## config.mk

```make
export PLATFORM = sky130hd
export DESIGN_NAME = afe_ready_cfg_regs
export DESIGN_NICKNAME = d
export VERILOG_FILES = /design/src/rtl/afe_pkg.sv /design/src/rtl/afe_ready_cfg_regs.sv /design/src/rtl/afe_rate_gen.sv /design/src/rtl/afe_settle_track.sv
export VERILOG_INCLUDE_DIRS = /design/src /design/src/rtl
export SDC_FILE = /design/constraint.sdc
export NUM_CORES = 1
export LEC_CHECK = 0
export ABC_CLOCK_PERIOD_IN_PS = 11200
export BUFFER_PORTS_ARGS = -buffer_cell sky130_fd_sc_hd__buf_2
export CAP_MARGIN = 10
export CORE_AREA = 2 2 116 118
export CTS_CLUSTER_DIAMETER = 50
export DETAILED_ROUTE_END_ITERATION = 16
export DIE_AREA = 0 0 118 120
export GPL_TIMING_DRIVEN = 0
export PLACE_DENSITY = 0.84
export SKIP_CTS_REPAIR_TIMING = 1
export SYNTH_ARGS = -nofsm -noshare
export SYNTH_HDL_FRONTEND = slang
export SYNTH_SLANG_ARGS = --single-unit
```

## constraint.sdc

```tcl
create_clock -name core_clk_i -period 11.2 [get_ports core_clk_i]
set_input_delay 3.36 -clock core_clk_i [delete_from_list [all_inputs] [get_ports core_clk_i]]
set_output_delay 3.36 -clock core_clk_i [all_outputs]
set_load 0.05 [all_outputs]
```

## src/rtl/afe_regs.svh

```systemverilog
`ifndef AFE_REGS_SVH
`define AFE_REGS_SVH

`define AFE_ADDR_CH0_FIRST   5'h00
`define AFE_ADDR_CH0_LAST    5'h02
`define AFE_ADDR_CH1_FIRST   5'h03
`define AFE_ADDR_CH1_LAST    5'h05
`define AFE_ADDR_CTL_FIRST   5'h06
`define AFE_ADDR_PHG_LAST    5'h08
`define AFE_ADDR_STATUS      5'h09
`define AFE_ADDR_CONFIG_CLOCK_WIDTH     5'h0A
`define AFE_ADDR_CONFIG_CHANNEL_POWER     5'h0B

`define AFE_STATUS_RST       8'hA3
`define AFE_CONFIG_CLOCK_WIDTH_RST      8'h10
`define AFE_CONFIG_CHANNEL_POWER_RST      8'h0C

`define AFE_STATUS_WR_MASK   8'hFC
`define AFE_SETTLE_PERIODS   2'h3
`define AFE_PULSE_CYCLES     4'h4
`define AFE_MOD_CLK_DIV      4
`define AFE_OSR_BASE_MASK    8'h1F
`define AFE_PHASE_SIGN       7

`endif

```

## src/rtl/afe_pkg.sv

```systemverilog
package afe_pkg;

    typedef enum logic [1:0] {
        AFE_SRC_LAG  = 2'h0,
        AFE_SRC_CH0  = 2'h1,
        AFE_SRC_CH1  = 2'h2,
        AFE_SRC_BOTH = 2'h3
    } afe_src_t;

    typedef enum logic [1:0] {
        AFE_LOOP_SAME  = 2'h0,
        AFE_LOOP_GROUP = 2'h1,
        AFE_LOOP_TYPE  = 2'h2,
        AFE_LOOP_MAP   = 2'h3
    } afe_loop_t;

    typedef struct packed {
        afe_loop_t  addr_loop;
        logic       settle_latency_sel;
        logic       ready_idle_drive;
        afe_src_t   ready_pin_source;
        logic [1:0] ready_flags;
    } afe_status_t;

    typedef struct packed {
        logic [1:0] mclk_divider;
        logic [1:0] oversample_ratio;
        logic [1:0] word_width_sel;
        logic [1:0] modulator_pin_enable;
        logic [1:0] channel_hold_sel;
        logic [1:0] channel_power_down;
        logic [1:0] channel_dither_enable;
        logic       external_reference_sel;
        logic       external_clock_sel;
    } afe_cfg_t;

endpackage

```

## src/rtl/afe_ready_cfg_regs.sv

```systemverilog
`timescale 1ns/1ps
`default_nettype none
`include "afe_regs.svh"

//Contract
// - latency set: skip three rate periods first
// - latency clear: pulse every period from start
// - idle pin high or released per drive bit
// - source field picks which channel pulses
// - mode 00 follows lagging channel, latches both
// - mode 00, channel off: no pulses
// - independent modes freeze data during reads
// - linked output frozen while read runs
// - mode 11, one channel off: only other pulses
// - status read sets flags, events clear them
// - mode 00 clears both flags together
// - loop field steers read address advance
// - prescaler divides master clock by 1-8
// - oversampling ratio 32 to 256
// - width bit: 24 or 16 bit word
// - modulator bits routed to their pins
// - reset bits hold channel converters
// - shutdown bits power channels down
// - dither enable per channel, default on
// - reference select disables internal reference
// - clock select bypasses crystal oscillator
// - positive phase makes channel 0 lag
module afe_ready_cfg_regs #(
    parameter int MOD_DIV = `AFE_MOD_CLK_DIV
) (
    input  wire logic           core_clk_i,
    input  wire logic           rst_b_i,
    input  wire logic           frame_start_i,
    input  wire logic [4:0]     frame_addr_i,
    input  wire logic           frame_active_i,
    input  wire logic           reg_rd_i,
    input  wire logic           reg_wr_i,
    input  wire logic [7:0]     reg_wdata_i,
    input  wire logic [7:0]     phase_code_i,
    input  wire logic [23:0]    ch0_result_i,
    input  wire logic [23:0]    ch1_result_i,
    input  wire logic [1:0]     mod_bit_i,
    output logic [7:0]          reg_rdata_o,
    output logic [4:0]          reg_addr_o,
    output afe_pkg::afe_cfg_t   cfg_o,
    output afe_pkg::afe_status_t status_o,
    output logic                ready_pin_o,
    output logic                ready_pin_oe_o,
    output logic                modulator_data_pin0_o,
    output logic                modulator_data_pin1_o,
    output logic                internal_master_clock_o,
    output logic                modulator_clock_o,
    output logic                sample_rate_clock_o
);
    import afe_pkg::*;

    function automatic logic [4:0] next_addr(input logic [4:0] a, input afe_loop_t lp);
        logic [4:0] first;
        logic [4:0] last;
        first = `AFE_ADDR_CH0_FIRST;
        last  = `AFE_ADDR_CONFIG_CHANNEL_POWER;
        case (lp)
            AFE_LOOP_GROUP: begin
                if (a <= `AFE_ADDR_CH0_LAST) begin
                    last = `AFE_ADDR_CH0_LAST;
                end else if (a <= `AFE_ADDR_CH1_LAST) begin
                    first = `AFE_ADDR_CH1_FIRST;
                    last  = `AFE_ADDR_CH1_LAST;
                end else if (a <= `AFE_ADDR_PHG_LAST) begin
                    first = `AFE_ADDR_CTL_FIRST;
                    last  = `AFE_ADDR_PHG_LAST;
                end else begin
                    first = `AFE_ADDR_STATUS;
                end
            end
            AFE_LOOP_TYPE: begin
                if (a <= `AFE_ADDR_CH1_LAST) begin
                    last = `AFE_ADDR_CH1_LAST;
                end else begin
                    first = `AFE_ADDR_CTL_FIRST;
                end
            end
            default: begin
            end
        endcase
        if (lp == AFE_LOOP_SAME) begin
            next_addr = a;
        end else if (a >= last) begin
            next_addr = first;
        end else begin
            next_addr = a + 5'h01;
        end
    endfunction

    // 16-bit word: low byte reads zero
    function automatic logic [7:0] data_byte(input logic [23:0] w, input logic wide,
                                             input logic [1:0] idx);
        case (idx)
            2'h0:    data_byte = w[23:16];
            2'h1:    data_byte = w[15:8];
            2'h2:    data_byte = wide ? w[7:0] : 8'h00;
            default: data_byte = 8'h00;
        endcase
    endfunction

    afe_status_t status_q;
    afe_status_t status_d;
    afe_cfg_t    cfg_q;
    afe_cfg_t    cfg_d;
    logic [4:0]  addr_q;
    logic [4:0]  addr_d;
    logic [7:0]  rdata_d;
    logic [23:0] live_q [2];
    logic [23:0] live_d [2];
    logic [23:0] out_q [2];
    logic [23:0] out_d [2];
    logic [3:0]  pulse_q;
    logic [3:0]  pulse_d;
    logic        pin_d;
    logic        oe_d;
    logic [2:0]  clk_d;
    logic [2:0]  clk_q;
    logic [1:0]  mod_pin_d;
    logic [1:0]  mod_pin_q;

    logic        internal_master_clock_tick;
    logic        mod_tick;
    logic [1:0]  dr_tick;
    logic [1:0]  ch_ready;
    logic [1:0]  ch_run;
    logic        ch0_lags;
    logic        lag_ev;
    logic        pin_ev;
    logic [1:0]  flag_clr;
    logic [4:0]  cur_addr;
    logic [1:0]  ch_idx;

    afe_rate_gen #(
        .MOD_DIV (MOD_DIV)
    ) u_rate (
        .core_clk_i         (core_clk_i),
        .rst_b_i            (rst_b_i),
        .mclk_divider_i     (cfg_q.mclk_divider),
        .oversample_ratio_i (cfg_q.oversample_ratio),
        .phase_code_i       (phase_code_i),
        .internal_master_clock_tick_o       (internal_master_clock_tick),
        .mod_tick_o         (mod_tick),
        .dr_tick_o          (dr_tick)
    );

    for (genvar g = 0; g < 2; g++) begin : g_ch
        afe_settle_track u_trk (
            .core_clk_i    (core_clk_i),
            .rst_b_i       (rst_b_i),
            .dr_tick_i     (dr_tick[g]),
            .hold_i        (cfg_q.channel_hold_sel[g] | cfg_q.channel_power_down[g]),
            .latency_sel_i (status_q.settle_latency_sel),
            .ready_o       (ch_ready[g])
        );
    end

    always_comb begin
        ch_run   = ~(cfg_q.channel_hold_sel | cfg_q.channel_power_down);
        ch0_lags = !phase_code_i[`AFE_PHASE_SIGN] && (phase_code_i != 8'h00);
        lag_ev   = (ch0_lags ? ch_ready[0] : ch_ready[1]) && (&ch_run);
        case (status_q.ready_pin_source)
            AFE_SRC_LAG: begin
                pin_ev   = lag_ev;
                flag_clr = {2{lag_ev}};
            end
            AFE_SRC_CH0: begin
                pin_ev   = ch_ready[0];
                flag_clr = ch_ready;
            end
            AFE_SRC_CH1: begin
                pin_ev   = ch_ready[1];
                flag_clr = ch_ready;
            end
            default: begin
                pin_ev   = |ch_ready;
                flag_clr = ch_ready;
            end
        endcase
    end

    always_comb begin
        cur_addr = frame_start_i ? frame_addr_i : addr_q;
        addr_d   = cur_addr;
        status_d = status_q;
        cfg_d    = cfg_q;
        rdata_d  = reg_rdata_o;
        ch_idx   = 2'h0;
        if (reg_wr_i) begin
            case (cur_addr)
                `AFE_ADDR_STATUS: begin
                    status_d = afe_status_t'((reg_wdata_i & `AFE_STATUS_WR_MASK)
                               | (status_q & ~`AFE_STATUS_WR_MASK));
                end
                `AFE_ADDR_CONFIG_CLOCK_WIDTH: begin
                    cfg_d[15:8] = reg_wdata_i;
                end
                `AFE_ADDR_CONFIG_CHANNEL_POWER: begin
                    cfg_d[7:0] = reg_wdata_i;
                end
                default: begin
                end
            endcase
            addr_d = next_addr(cur_addr, AFE_LOOP_MAP);
        end
        if (reg_rd_i) begin
            if (cur_addr <= `AFE_ADDR_CH0_LAST) begin
                ch_idx  = 2'(cur_addr - `AFE_ADDR_CH0_FIRST);
                rdata_d = data_byte(out_q[0], cfg_q.word_width_sel[0], ch_idx);
            end else if (cur_addr <= `AFE_ADDR_CH1_LAST) begin
                ch_idx  = 2'(cur_addr - `AFE_ADDR_CH1_FIRST);
                rdata_d = data_byte(out_q[1], cfg_q.word_width_sel[1], ch_idx);
            end else if (cur_addr == `AFE_ADDR_STATUS) begin
                rdata_d = status_q;
                status_d.ready_flags = 2'h3;
            end else if (cur_addr == `AFE_ADDR_CONFIG_CLOCK_WIDTH) begin
                rdata_d = cfg_q[15:8];
            end else if (cur_addr == `AFE_ADDR_CONFIG_CHANNEL_POWER) begin
                rdata_d = cfg_q[7:0];
            end else begin
                rdata_d = 8'h00;
            end
            addr_d = next_addr(cur_addr, status_q.addr_loop);
        end
        // event beats read-side set: none lost
        status_d.ready_flags = status_d.ready_flags & ~flag_clr;
    end

    always_comb begin
        live_d[0] = live_q[0];
        live_d[1] = live_q[1];
        if (status_q.ready_pin_source == AFE_SRC_LAG) begin
            if (lag_ev) begin
                live_d[0] = ch0_result_i;
                live_d[1] = ch1_result_i;
            end
        end else begin
            if (ch_ready[0]) begin
                live_d[0] = ch0_result_i;
            end
            if (ch_ready[1]) begin
                live_d[1] = ch1_result_i;
            end
        end
        // frozen for the whole frame
        out_d[0] = frame_active_i ? out_q[0] : live_d[0];
        out_d[1] = frame_active_i ? out_q[1] : live_d[1];
    end

    always_comb begin
        pulse_d = (pulse_q != 4'h0) ? pulse_q - 4'h1 : 4'h0;
        if (pin_ev) begin
            pulse_d = `AFE_PULSE_CYCLES;
        end
        pin_d     = (pulse_d == 4'h0);
        oe_d      = (pulse_d != 4'h0) || status_q.ready_idle_drive;
        clk_d     = {internal_master_clock_tick, mod_tick, dr_tick[1]};
        mod_pin_d = mod_bit_i & cfg_q.modulator_pin_enable;
    end

    always_ff @(posedge core_clk_i) begin
        if (!rst_b_i) begin
            status_q <= afe_status_t'(`AFE_STATUS_RST);
            cfg_q <= afe_cfg_t'({`AFE_CONFIG_CLOCK_WIDTH_RST, `AFE_CONFIG_CHANNEL_POWER_RST});
            addr_q <= `AFE_ADDR_CH0_FIRST;
            reg_rdata_o <= 8'h00;
            live_q[0] <= 24'h00_0000;
            live_q[1] <= 24'h00_0000;
            out_q[0] <= 24'h00_0000;
            out_q[1] <= 24'h00_0000;
            pulse_q <= 4'h0;
            ready_pin_o <= 1'b1;
            ready_pin_oe_o <= 1'b0;
            clk_q <= 3'h0;
            mod_pin_q <= 2'h0;
        end else begin
            status_q <= status_d;
            cfg_q <= cfg_d;
            addr_q <= addr_d;
            reg_rdata_o <= rdata_d;
            live_q[0] <= live_d[0];
            live_q[1] <= live_d[1];
            out_q[0] <= out_d[0];
            out_q[1] <= out_d[1];
            pulse_q <= pulse_d;
            ready_pin_o <= pin_d;
            ready_pin_oe_o <= oe_d;
            clk_q <= clk_d;
            mod_pin_q <= mod_pin_d;
        end
    end

    // outputs straight from flip-flops
    always_comb begin
        reg_addr_o = addr_q;
        cfg_o = cfg_q;
        status_o = status_q;
        modulator_data_pin0_o = mod_pin_q[0];
        modulator_data_pin1_o = mod_pin_q[1];
        internal_master_clock_o = clk_q[2];
        modulator_clock_o = clk_q[1];
        sample_rate_clock_o = clk_q[0];
    end

endmodule
`default_nettype wire

```

## src/rtl/afe_rate_gen.sv

```systemverilog
`timescale 1ns/1ps
`default_nettype none
`include "afe_regs.svh"

module afe_rate_gen #(
    parameter int MOD_DIV = `AFE_MOD_CLK_DIV
) (
    input  wire logic       core_clk_i,
    input  wire logic       rst_b_i,
    input  wire logic [1:0] mclk_divider_i,
    input  wire logic [1:0] oversample_ratio_i,
    input  wire logic [7:0] phase_code_i,
    output logic            internal_master_clock_tick_o,
    output logic            mod_tick_o,
    output logic [1:0]      dr_tick_o
);
    import afe_pkg::*;

    initial begin
        if (MOD_DIV < 1 || MOD_DIV > 16) begin
            $error("MOD_DIV out of range");
        end
    end

    logic [2:0] pre_q;
    logic [2:0] pre_d;
    logic [3:0] mod_q;
    logic [3:0] mod_d;
    logic [7:0] osr_q;
    logic [7:0] osr_d;
    logic [2:0] pre_mask;
    logic [7:0] osr_mask;

    always_comb begin
        pre_mask     = 3'((4'h1 << mclk_divider_i) - 4'h1);
        osr_mask     = 8'((9'(`AFE_OSR_BASE_MASK) << oversample_ratio_i) | 9'h01F);
        internal_master_clock_tick_o = ((pre_q & pre_mask) == pre_mask);
        mod_tick_o   = internal_master_clock_tick_o && (mod_q == 4'(MOD_DIV - 1));
        pre_d        = pre_q + 3'h1;
        mod_d        = mod_q;
        osr_d        = osr_q;
        if (internal_master_clock_tick_o) begin
            mod_d = mod_tick_o ? 4'h0 : mod_q + 4'h1;
        end
        if (mod_tick_o) begin
            osr_d = (osr_q >= osr_mask) ? 8'h00 : osr_q + 8'h01;
        end
        // masked phase: ch0 offset in period
        dr_tick_o[1] = mod_tick_o && (osr_q == 8'h00);
        dr_tick_o[0] = mod_tick_o && (osr_q == (phase_code_i & osr_mask));
    end

    always_ff @(posedge core_clk_i) begin
        if (!rst_b_i) begin
            pre_q <= 3'h0;
            mod_q <= 4'h0;
            osr_q <= 8'h00;
        end else begin
            pre_q <= pre_d;
            mod_q <= mod_d;
            osr_q <= osr_d;
        end
    end

endmodule
`default_nettype wire

```

## src/rtl/afe_settle_track.sv

```systemverilog
`timescale 1ns/1ps
`default_nettype none
`include "afe_regs.svh"

module afe_settle_track (
    input  wire logic core_clk_i,
    input  wire logic rst_b_i,
    input  wire logic dr_tick_i,
    input  wire logic hold_i,
    input  wire logic latency_sel_i,
    output logic      ready_o
);
    import afe_pkg::*;

    typedef enum logic [1:0] {
        AFE_ST_HOLD = 2'h0,
        AFE_ST_WAIT = 2'h1,
        AFE_ST_RUN  = 2'h3
    } afe_settle_t;

    afe_settle_t st_q;
    afe_settle_t st_d;
    logic [1:0]  cnt_q;
    logic [1:0]  cnt_d;
    logic        rdy_d;

    always_comb begin
        st_d  = st_q;
        cnt_d = cnt_q;
        rdy_d = 1'b0;
        case (st_q)
            AFE_ST_HOLD: begin
                cnt_d = 2'h0;
                if (!hold_i) begin
                    st_d = latency_sel_i ? AFE_ST_WAIT : AFE_ST_RUN;
                end
            end
            AFE_ST_WAIT: begin
                if (dr_tick_i) begin
                    cnt_d = cnt_q + 2'h1;
                    if (cnt_q == `AFE_SETTLE_PERIODS - 2'h1) begin
                        st_d = AFE_ST_RUN;
                    end
                end
            end
            AFE_ST_RUN: begin
                rdy_d = dr_tick_i;
            end
            default: begin
                st_d = AFE_ST_HOLD;
            end
        endcase
        if (hold_i) begin
            st_d  = AFE_ST_HOLD;
            rdy_d = 1'b0;
        end
    end

    always_ff @(posedge core_clk_i) begin
        if (!rst_b_i) begin
            st_q    <= AFE_ST_HOLD;
            cnt_q   <= 2'h0;
            ready_o <= 1'b0;
        end else begin
            st_q    <= st_d;
            cnt_q   <= cnt_d;
            ready_o <= rdy_d;
        end
    end

endmodule
`default_nettype wire

```

==> metrics.yaml, run 1 <==
setup_path:
  cp_slowest_cell: "mux2i_1"
  path_cells: "buf_2, buf_1, mux2i_1, inv_1, ha_1, or4_1, nand3_1, nand2_1, a211o_1, ha_1, nand2b_1, a211oi_1, o21a_1, a2111oi_0, a2111oi_0"
  required_ns: 11.46
  criticalPathCategory: "input port to flop"
  startpoint_type: "input port"
  end_kind: "flop"
  worstPathArrival_ns: 8.04
  cp_slowest_stage_delay_ns: 0.76
  critical_path.max_fanout: 10
synthesis:
  synth_edf_count: 0
  yosysUniqueCellTypes: 72
  synth_top_area_cell: "dfxtp_1"
  synthTopCellsByArea: "dfxtp_1, mux2i_1, o21ai_0"
  synthArstFlopShare_pct: 0
  synth_cells: 867
  syn_area_per_cell_um2: 8.95
  ys_ff_latch: 169
  ys.warnings.count: 0
  synth_flop_cell: "dfxtp_1"
  synth_nets: 967
  synth_top_area_share_pct: 43.6
  yosysSeqAreaShare_pct: 43.6
  syn-cell-area_um2: 7760
power_and_ir_drop:
  power_uw: 1420
  p_per_area_nw_per_um2: 155
  ir_worst_vdd_mv: 0.132
  cellLeakagePower_uw: 0.00387
grt:
  grt_overflow: 0
  grt_max_degree: 17
  grt_pass1_wl_um: 33600
  grt_use_total_pct: 29.9
  antenna_found_initial: 0
  grt_pass1_vias: 6787
die:
  fp.dieH_um: 120
  core-area_um2: 13000
  fp-row-count: 42
  ioPinCount: 121
  initial_utilization_pct: 59.8
  die_x_um: 118
  die-area_um2: 14200
finish:
  drive_gt1_share_pct: 17.0
  final_common_cell: "dfxtp_1"
  n_antenna_cell: 0
  nets: 1103
  layout_common_cells: "dfxtp_1, buf_2, nor2_1"
  area_growth_pct: 17.8
  fin_area_um2: 9140
sta:
  layout_setup_ws_ns: 3.42
  period_minus_slack_ns: 7.78
  finalHoldViolations: 0
  tightest_slew_ns: 0.831
  slew_violations: 0
  setup_viol_count_final: 0
  slew_headroom_pct: 43.0
  rsz0062_at_grt: "false"
  timing.hold.ws_ns: 0.492
  fmax_mhz: 129
  fin_crit_sh_pct: 69.5
  skew_ns: 0.0116
  tns_ns: 0
placed_design:
  pre_cts_slack_ns: 3.15
  io_buffers: 117
  dpl.hpwl_um: 15500
  dpl_cell_area_um2: 8560
  finalWeightedCongestion: 0.936
clocking:
  clockBufferDepth: 2
  clk-insertion-delay-late_ns: 0.43
  cts_tree: "done"
  cts_root_buf: "clkbuf_16"
  cts_inserted_buffers: 17
  clock_sinks: 169
  htree_levels: 4
  path_clk_slew_ns: 0.07
hold_path:
  worstHoldPathType: "flop to flop"
route:
  num_vias: 7250
  drtIter0Drc: 932
  first_pass_iters: 7
  drt-total-wl_um: 21200
  wl_per_cell_um: 17.8
  drc_errors: 0
  postRouteAntennaNets: 0
  via_per_inst: 6.08
run:
  cap_violations: 0
run_status:
  outcome: "complete, no violations"
[cell type report]
cell class	count	area (µm²)
inverters	27	101
clock buffers	19	453
flip-flops and latches	169	3380
repair buffers	117	586
fillers	1041	3840
clock inverters	13	121
multi-input cells	613	4020
well taps	176	220
plain buffers	58	258
[final timing paths]
path,end,from,cells past startpoint,slack [ns]
setup / recovery,reg_addr_o[1]$_SDFF_PN0_,frame_start_i,15,3.42
setup reg to reg,reg_addr_o[1]$_SDFF_PN0_,reg_addr_o[0]$_SDFF_PN0_,13,6.69
hold reg to reg,live_q[0][12]$_SDFF_PN0_,live_q[0][12]$_SDFF_PN0_,2,0.49
hold / removal,live_q[0][12]$_SDFF_PN0_,live_q[0][12]$_SDFF_PN0_,2,0.49
[worst max-delay path: cells and delay by family]
kind | cells | cell delay (ns)
AOI/OAI and AO/OA | 5 | 1.68
and+or+nand+nor | 4 | 0.86
buffers and inverters | 3 | 0.82
muxes | 1 | 0.76
adders and majority gates | 2 | 0.55
[Yosys cell counts (9+ instances only)]
master / count
dfxtp_1: 169
nor2_1: 94
mux2i_1: 75
o21ai_0: 75
a21oi_1: 65
nand2_1: 47
clkbuf_1: 45
inv_1: 27
nand3_1: 25
ha_1: 23
nand2b_1: 21
nor3_1: 20
a222oi_1: 16
a31oi_1: 14
xnor2_1: 14
nor4_1: 9
[metal layers]
layer,vias to the layer above,wire (µm),global-route usage (%)
li1,3417,-,-
met1,3403,9020,38.7
met2,372,9780,49.0
met3,58,1700,5.70
met4,0,708,12.4
met5,-,0,0
[through the flow]
stage	util [%]	instances
finish	70.4	1192
global route	70.4	1192
CTS	70.4	1192
detailed placement	66.0	1160
global placement	66.0	1160
floorplan	-	867
[logic make-up (layout without fill, tap and decap cells)]
logic type / Yosys count / in the layout / share of synthesized area [%]
AND/OR/NAND/NOR: 265 / 265 / 16.9
flip-flops: 169 / 169 / 43.6
XOR/XNOR: 16 / 16 / 1.81
adder cells (fa/ha/maj): 23 / 23 / 3.71
multiplexers: 76 / 76 / 9.82
AO/OA/AOI/OAI: 233 / 233 / 19.5
buffers and inverters: 85 / 234 / 4.63
[flip-flops by register name, indices dropped and copies added (netlist names)]
name	cells
ready_pin_oe_o	1
pulse_q	4
reg_rdata_o	8
g_ch.u_trk.ready_o	2
reg_addr_o	5
out_q	48
mod_pin_q	2
u_rate.osr_q	8
clk_q	3
u_rate.pre_q	3
cfg_o	16
live_q	48
g_ch.u_trk.cnt_q	4
u_rate.mod_q	4
ready_pin_o	1
status_o	8
g_ch.u_trk.st_q	4
[power by group]
| group | switching [µW] | total (µW) | leakage (µW) | internal, µW |
|---|---|---|---|---|
| clock | 247 | 566 | 0.000280 | 319 |
| sequential | 19.3 | 644 | 0.00138 | 625 |
| combinational | 134 | 204 | 0.00221 | 70.0 |
Note: power is estimated with default switching activity, not from simulation.
==> run 2: changes to the inputs <==
- ABC_CLOCK_PERIOD_IN_PS: 11200 -> 7900
- CORE_AREA: 2 2 116 118 -> 2 2 120 122
- DIE_AREA: 0 0 118 120 -> 0 0 122 124
- PLACE_DENSITY: 0.84 -> 0.79
- clock period: 11.2 -> 7.9 ns (I/O delays scaled with it)
==> run 2 against run 1 <==
Effect of this change: combinational power up 43%; total power increased by 45%; final cell count rose by 0.34%; non-clock buffer count is the same; die area grew 6.8%; register-to-register slack got worse by 3.3 ns; clock-buffer cell count is 1 higher; first-iteration DRC count decreased by 31%; global-route usage decreased by 1.6 points; design area grew 0.29%; clock skew down 0.0032 ns; worst setup slack worse by 2.3 ns.
==> metrics.yaml, run 2 (synthesis gave the netlist of run 1 again) <==
grt:
  grt_pass1_vias: 6546  # was 6787
  grt_max_degree: 17  # unchanged
  antenna_found_initial: 0  # unchanged
  grt_use_total_pct: 28.3  # was 29.9%
  grt_pass1_wl_um: 33100  # was 33600 µm
  grt_overflow: 0  # unchanged
setup_path:
  worstPathArrival_ns: 7.02  # was 8.04 ns
  crit_buf_inv: 3  # unchanged
  reg2reg_slack_ns: 3.44  # was 6.69 ns
  cp_slowest_stage_delay_ns: 0.74  # was 0.76 ns
  worstSetupStartpoint: "frame_start_i"  # unchanged
  path_cells: "buf_2, buf_1, mux2i_1, inv_1, ha_1, or4_1, nand3_1, nand2_1, a211o_1, ha_1, nand2b_1, a211oi_1, o21a_1, a2111oi_0, a2111oi_0"  # unchanged
  cp_slowest_cell: "mux2i_1"  # unchanged
  criticalPathCategory: "input port to flop"  # unchanged
  r2r_start: "reg_addr_o[0]$_SDFF_PN0_"  # unchanged
  end_kind: "flop"  # unchanged
  crit_family: "compound AO/OA/AOI/OAI gates"  # unchanged
  required_ns: 8.16  # was 11.46 ns
  critical_path.max_fanout: 10  # unchanged
  startpoint_type: "input port"  # unchanged
sta:
  finalHoldViolations: 0  # unchanged
  tightest_slew_ns: 0.866  # was 0.831 ns
  slew_headroom_pct: 41.8  # was 43.0%
  setup_viol_count_final: 0  # unchanged
  tns_ns: 0  # unchanged
  timing.hold.ws_ns: 0.491  # was 0.492 ns
  slew_violations: 0  # unchanged
  fmax_mhz: 148
  skew_ns: 0.00833  # was 0.0116 ns
  fin_crit_sh_pct: 85.5
  period_minus_slack_ns: 6.76
  rsz0062_at_grt: "false"  # unchanged
placed_design:
  io_buffers: 117  # unchanged
  dpl.hpwl_um: 15400  # was 15500 µm
  place_inst: 1164  # was 1160
  finalWeightedCongestion: 0.943  # was 0.936
route:
  via_per_inst: 5.95  # was 6.08
  first_pass_iters: 7  # unchanged
  drc_errors: 0  # unchanged
  wl_per_cell_um: 17.7  # was 17.8 µm
  num_vias: 7116  # was 7250
  drtIter0Drc: 647  # was 932
  postRouteAntennaNets: 0  # unchanged
  drt-total-wl_um: 21200  # about the same
hold_path:
  worstHoldPathType: "flop to flop"  # unchanged
  worstHoldStart: "pulse_q[0]$_SDFF_PN0_"  # was live_q[0][12]$_SDFF_PN0_
die:
  core-area_um2: 13700  # was 13000 µm²
  fp-row-count: 43  # was 42
  ioPinCount: 121  # unchanged
  die-area_um2: 15100  # was 14200 µm²
  fp.dieH_um: 124  # was 120 µm
  die_x_um: 122  # was 118 µm
  initial_utilization_pct: 56.6  # was 59.8%
clocking:
  cts_tree: "done"  # unchanged
  cts_root_buf: "clkbuf_16"  # unchanged
  clock_sinks: 169  # unchanged
  clk-insertion-delay-late_ns: 0.43  # about the same
  htree_levels: 4  # unchanged
  path_clk_slew_ns: 0.06  # was 0.07 ns
  clockBufferDepth: 2  # unchanged
  cts_inserted_buffers: 17  # unchanged
power_and_ir_drop:
  ir_worst_vdd_mv: 0.175  # was 0.132 mV
  cellLeakagePower_uw: 0.00388  # was 0.00387 µW
  p_per_area_nw_per_um2: 223  # was 155 nW/µm²
finish:
  nets: 1103  # unchanged
  area_growth_pct: 18.1  # was 17.8%
  final_common_cell: "dfxtp_1"  # unchanged
  stdcell_count: 1196  # was 1192
  layout_common_cells: "dfxtp_1, buf_2, nor2_1"  # unchanged
  drive_gt1_share_pct: 16.9  # was 17.0%
  n_antenna_cell: 0  # unchanged
  fin_util_pct: 66.8  # was 70.4%
run:
  cap_violations: 0  # unchanged
run_status:
  outcome: "complete, no violations"  # unchanged
==> run 2: changes by cell type in the layout (fill, tap and decap cells not counted), sizes merged <==
cell,delta
bufinv,+1
clkinv,-4
inv,+2
clkbuf,+1
==> run 2: final timing paths <==
check / cells after the start / endpoint
setup / recovery: 15 / reg_addr_o[1]$_SDFF_PN0_
hold / removal: 1 / pulse_q[0]$_SDFF_PN0_
setup reg to reg: 13 / reg_addr_o[1]$_SDFF_PN0_
hold reg to reg: 1 / pulse_q[0]$_SDFF_PN0_
==> run 2: metrics by stage <==
stage	setup slack [ns]	total power, µW	instance area [µm²]
global route	0.802	2120	9170
CTS	1.28	2040	9170
detailed placement	0.833	1210	8570
finish	1.14	2050	9170
global placement	0.827	1210	8570
floorplan	1.81	1130	7760
==> run 2: power by group <==
part	leakage, µW	internal (µW)	switching [µW]
combinational	0.00221	99.3	192
sequential	0.00138	886	27.6
clock	0.000291	487	354
total	0.00388	1470	574
==> run 2: area by class of cell <==
cell class / instances / area, µm²
fillers: 1121 / 4550
multi-input cells: 613 / 4020
flip-flops and latches: 169 / 3380
repair buffers: 117 / 586
clock buffers: 20 / 457
plain buffers: 58 / 258
well taps: 180 / 225
clock inverters: 12 / 139
inverters: 27 / 101
==> run 2: metal layers <==
layer | share of wire, % | track usage (%) | wire (µm)
met4 | 2.1 | 9.55 | 444
met2 | 46 | 46.1 | 9810
met1 | 43 | 37.7 | 9210
met5 | 0 | 0 | 0
met3 | 8.1 | 5.72 | 1720
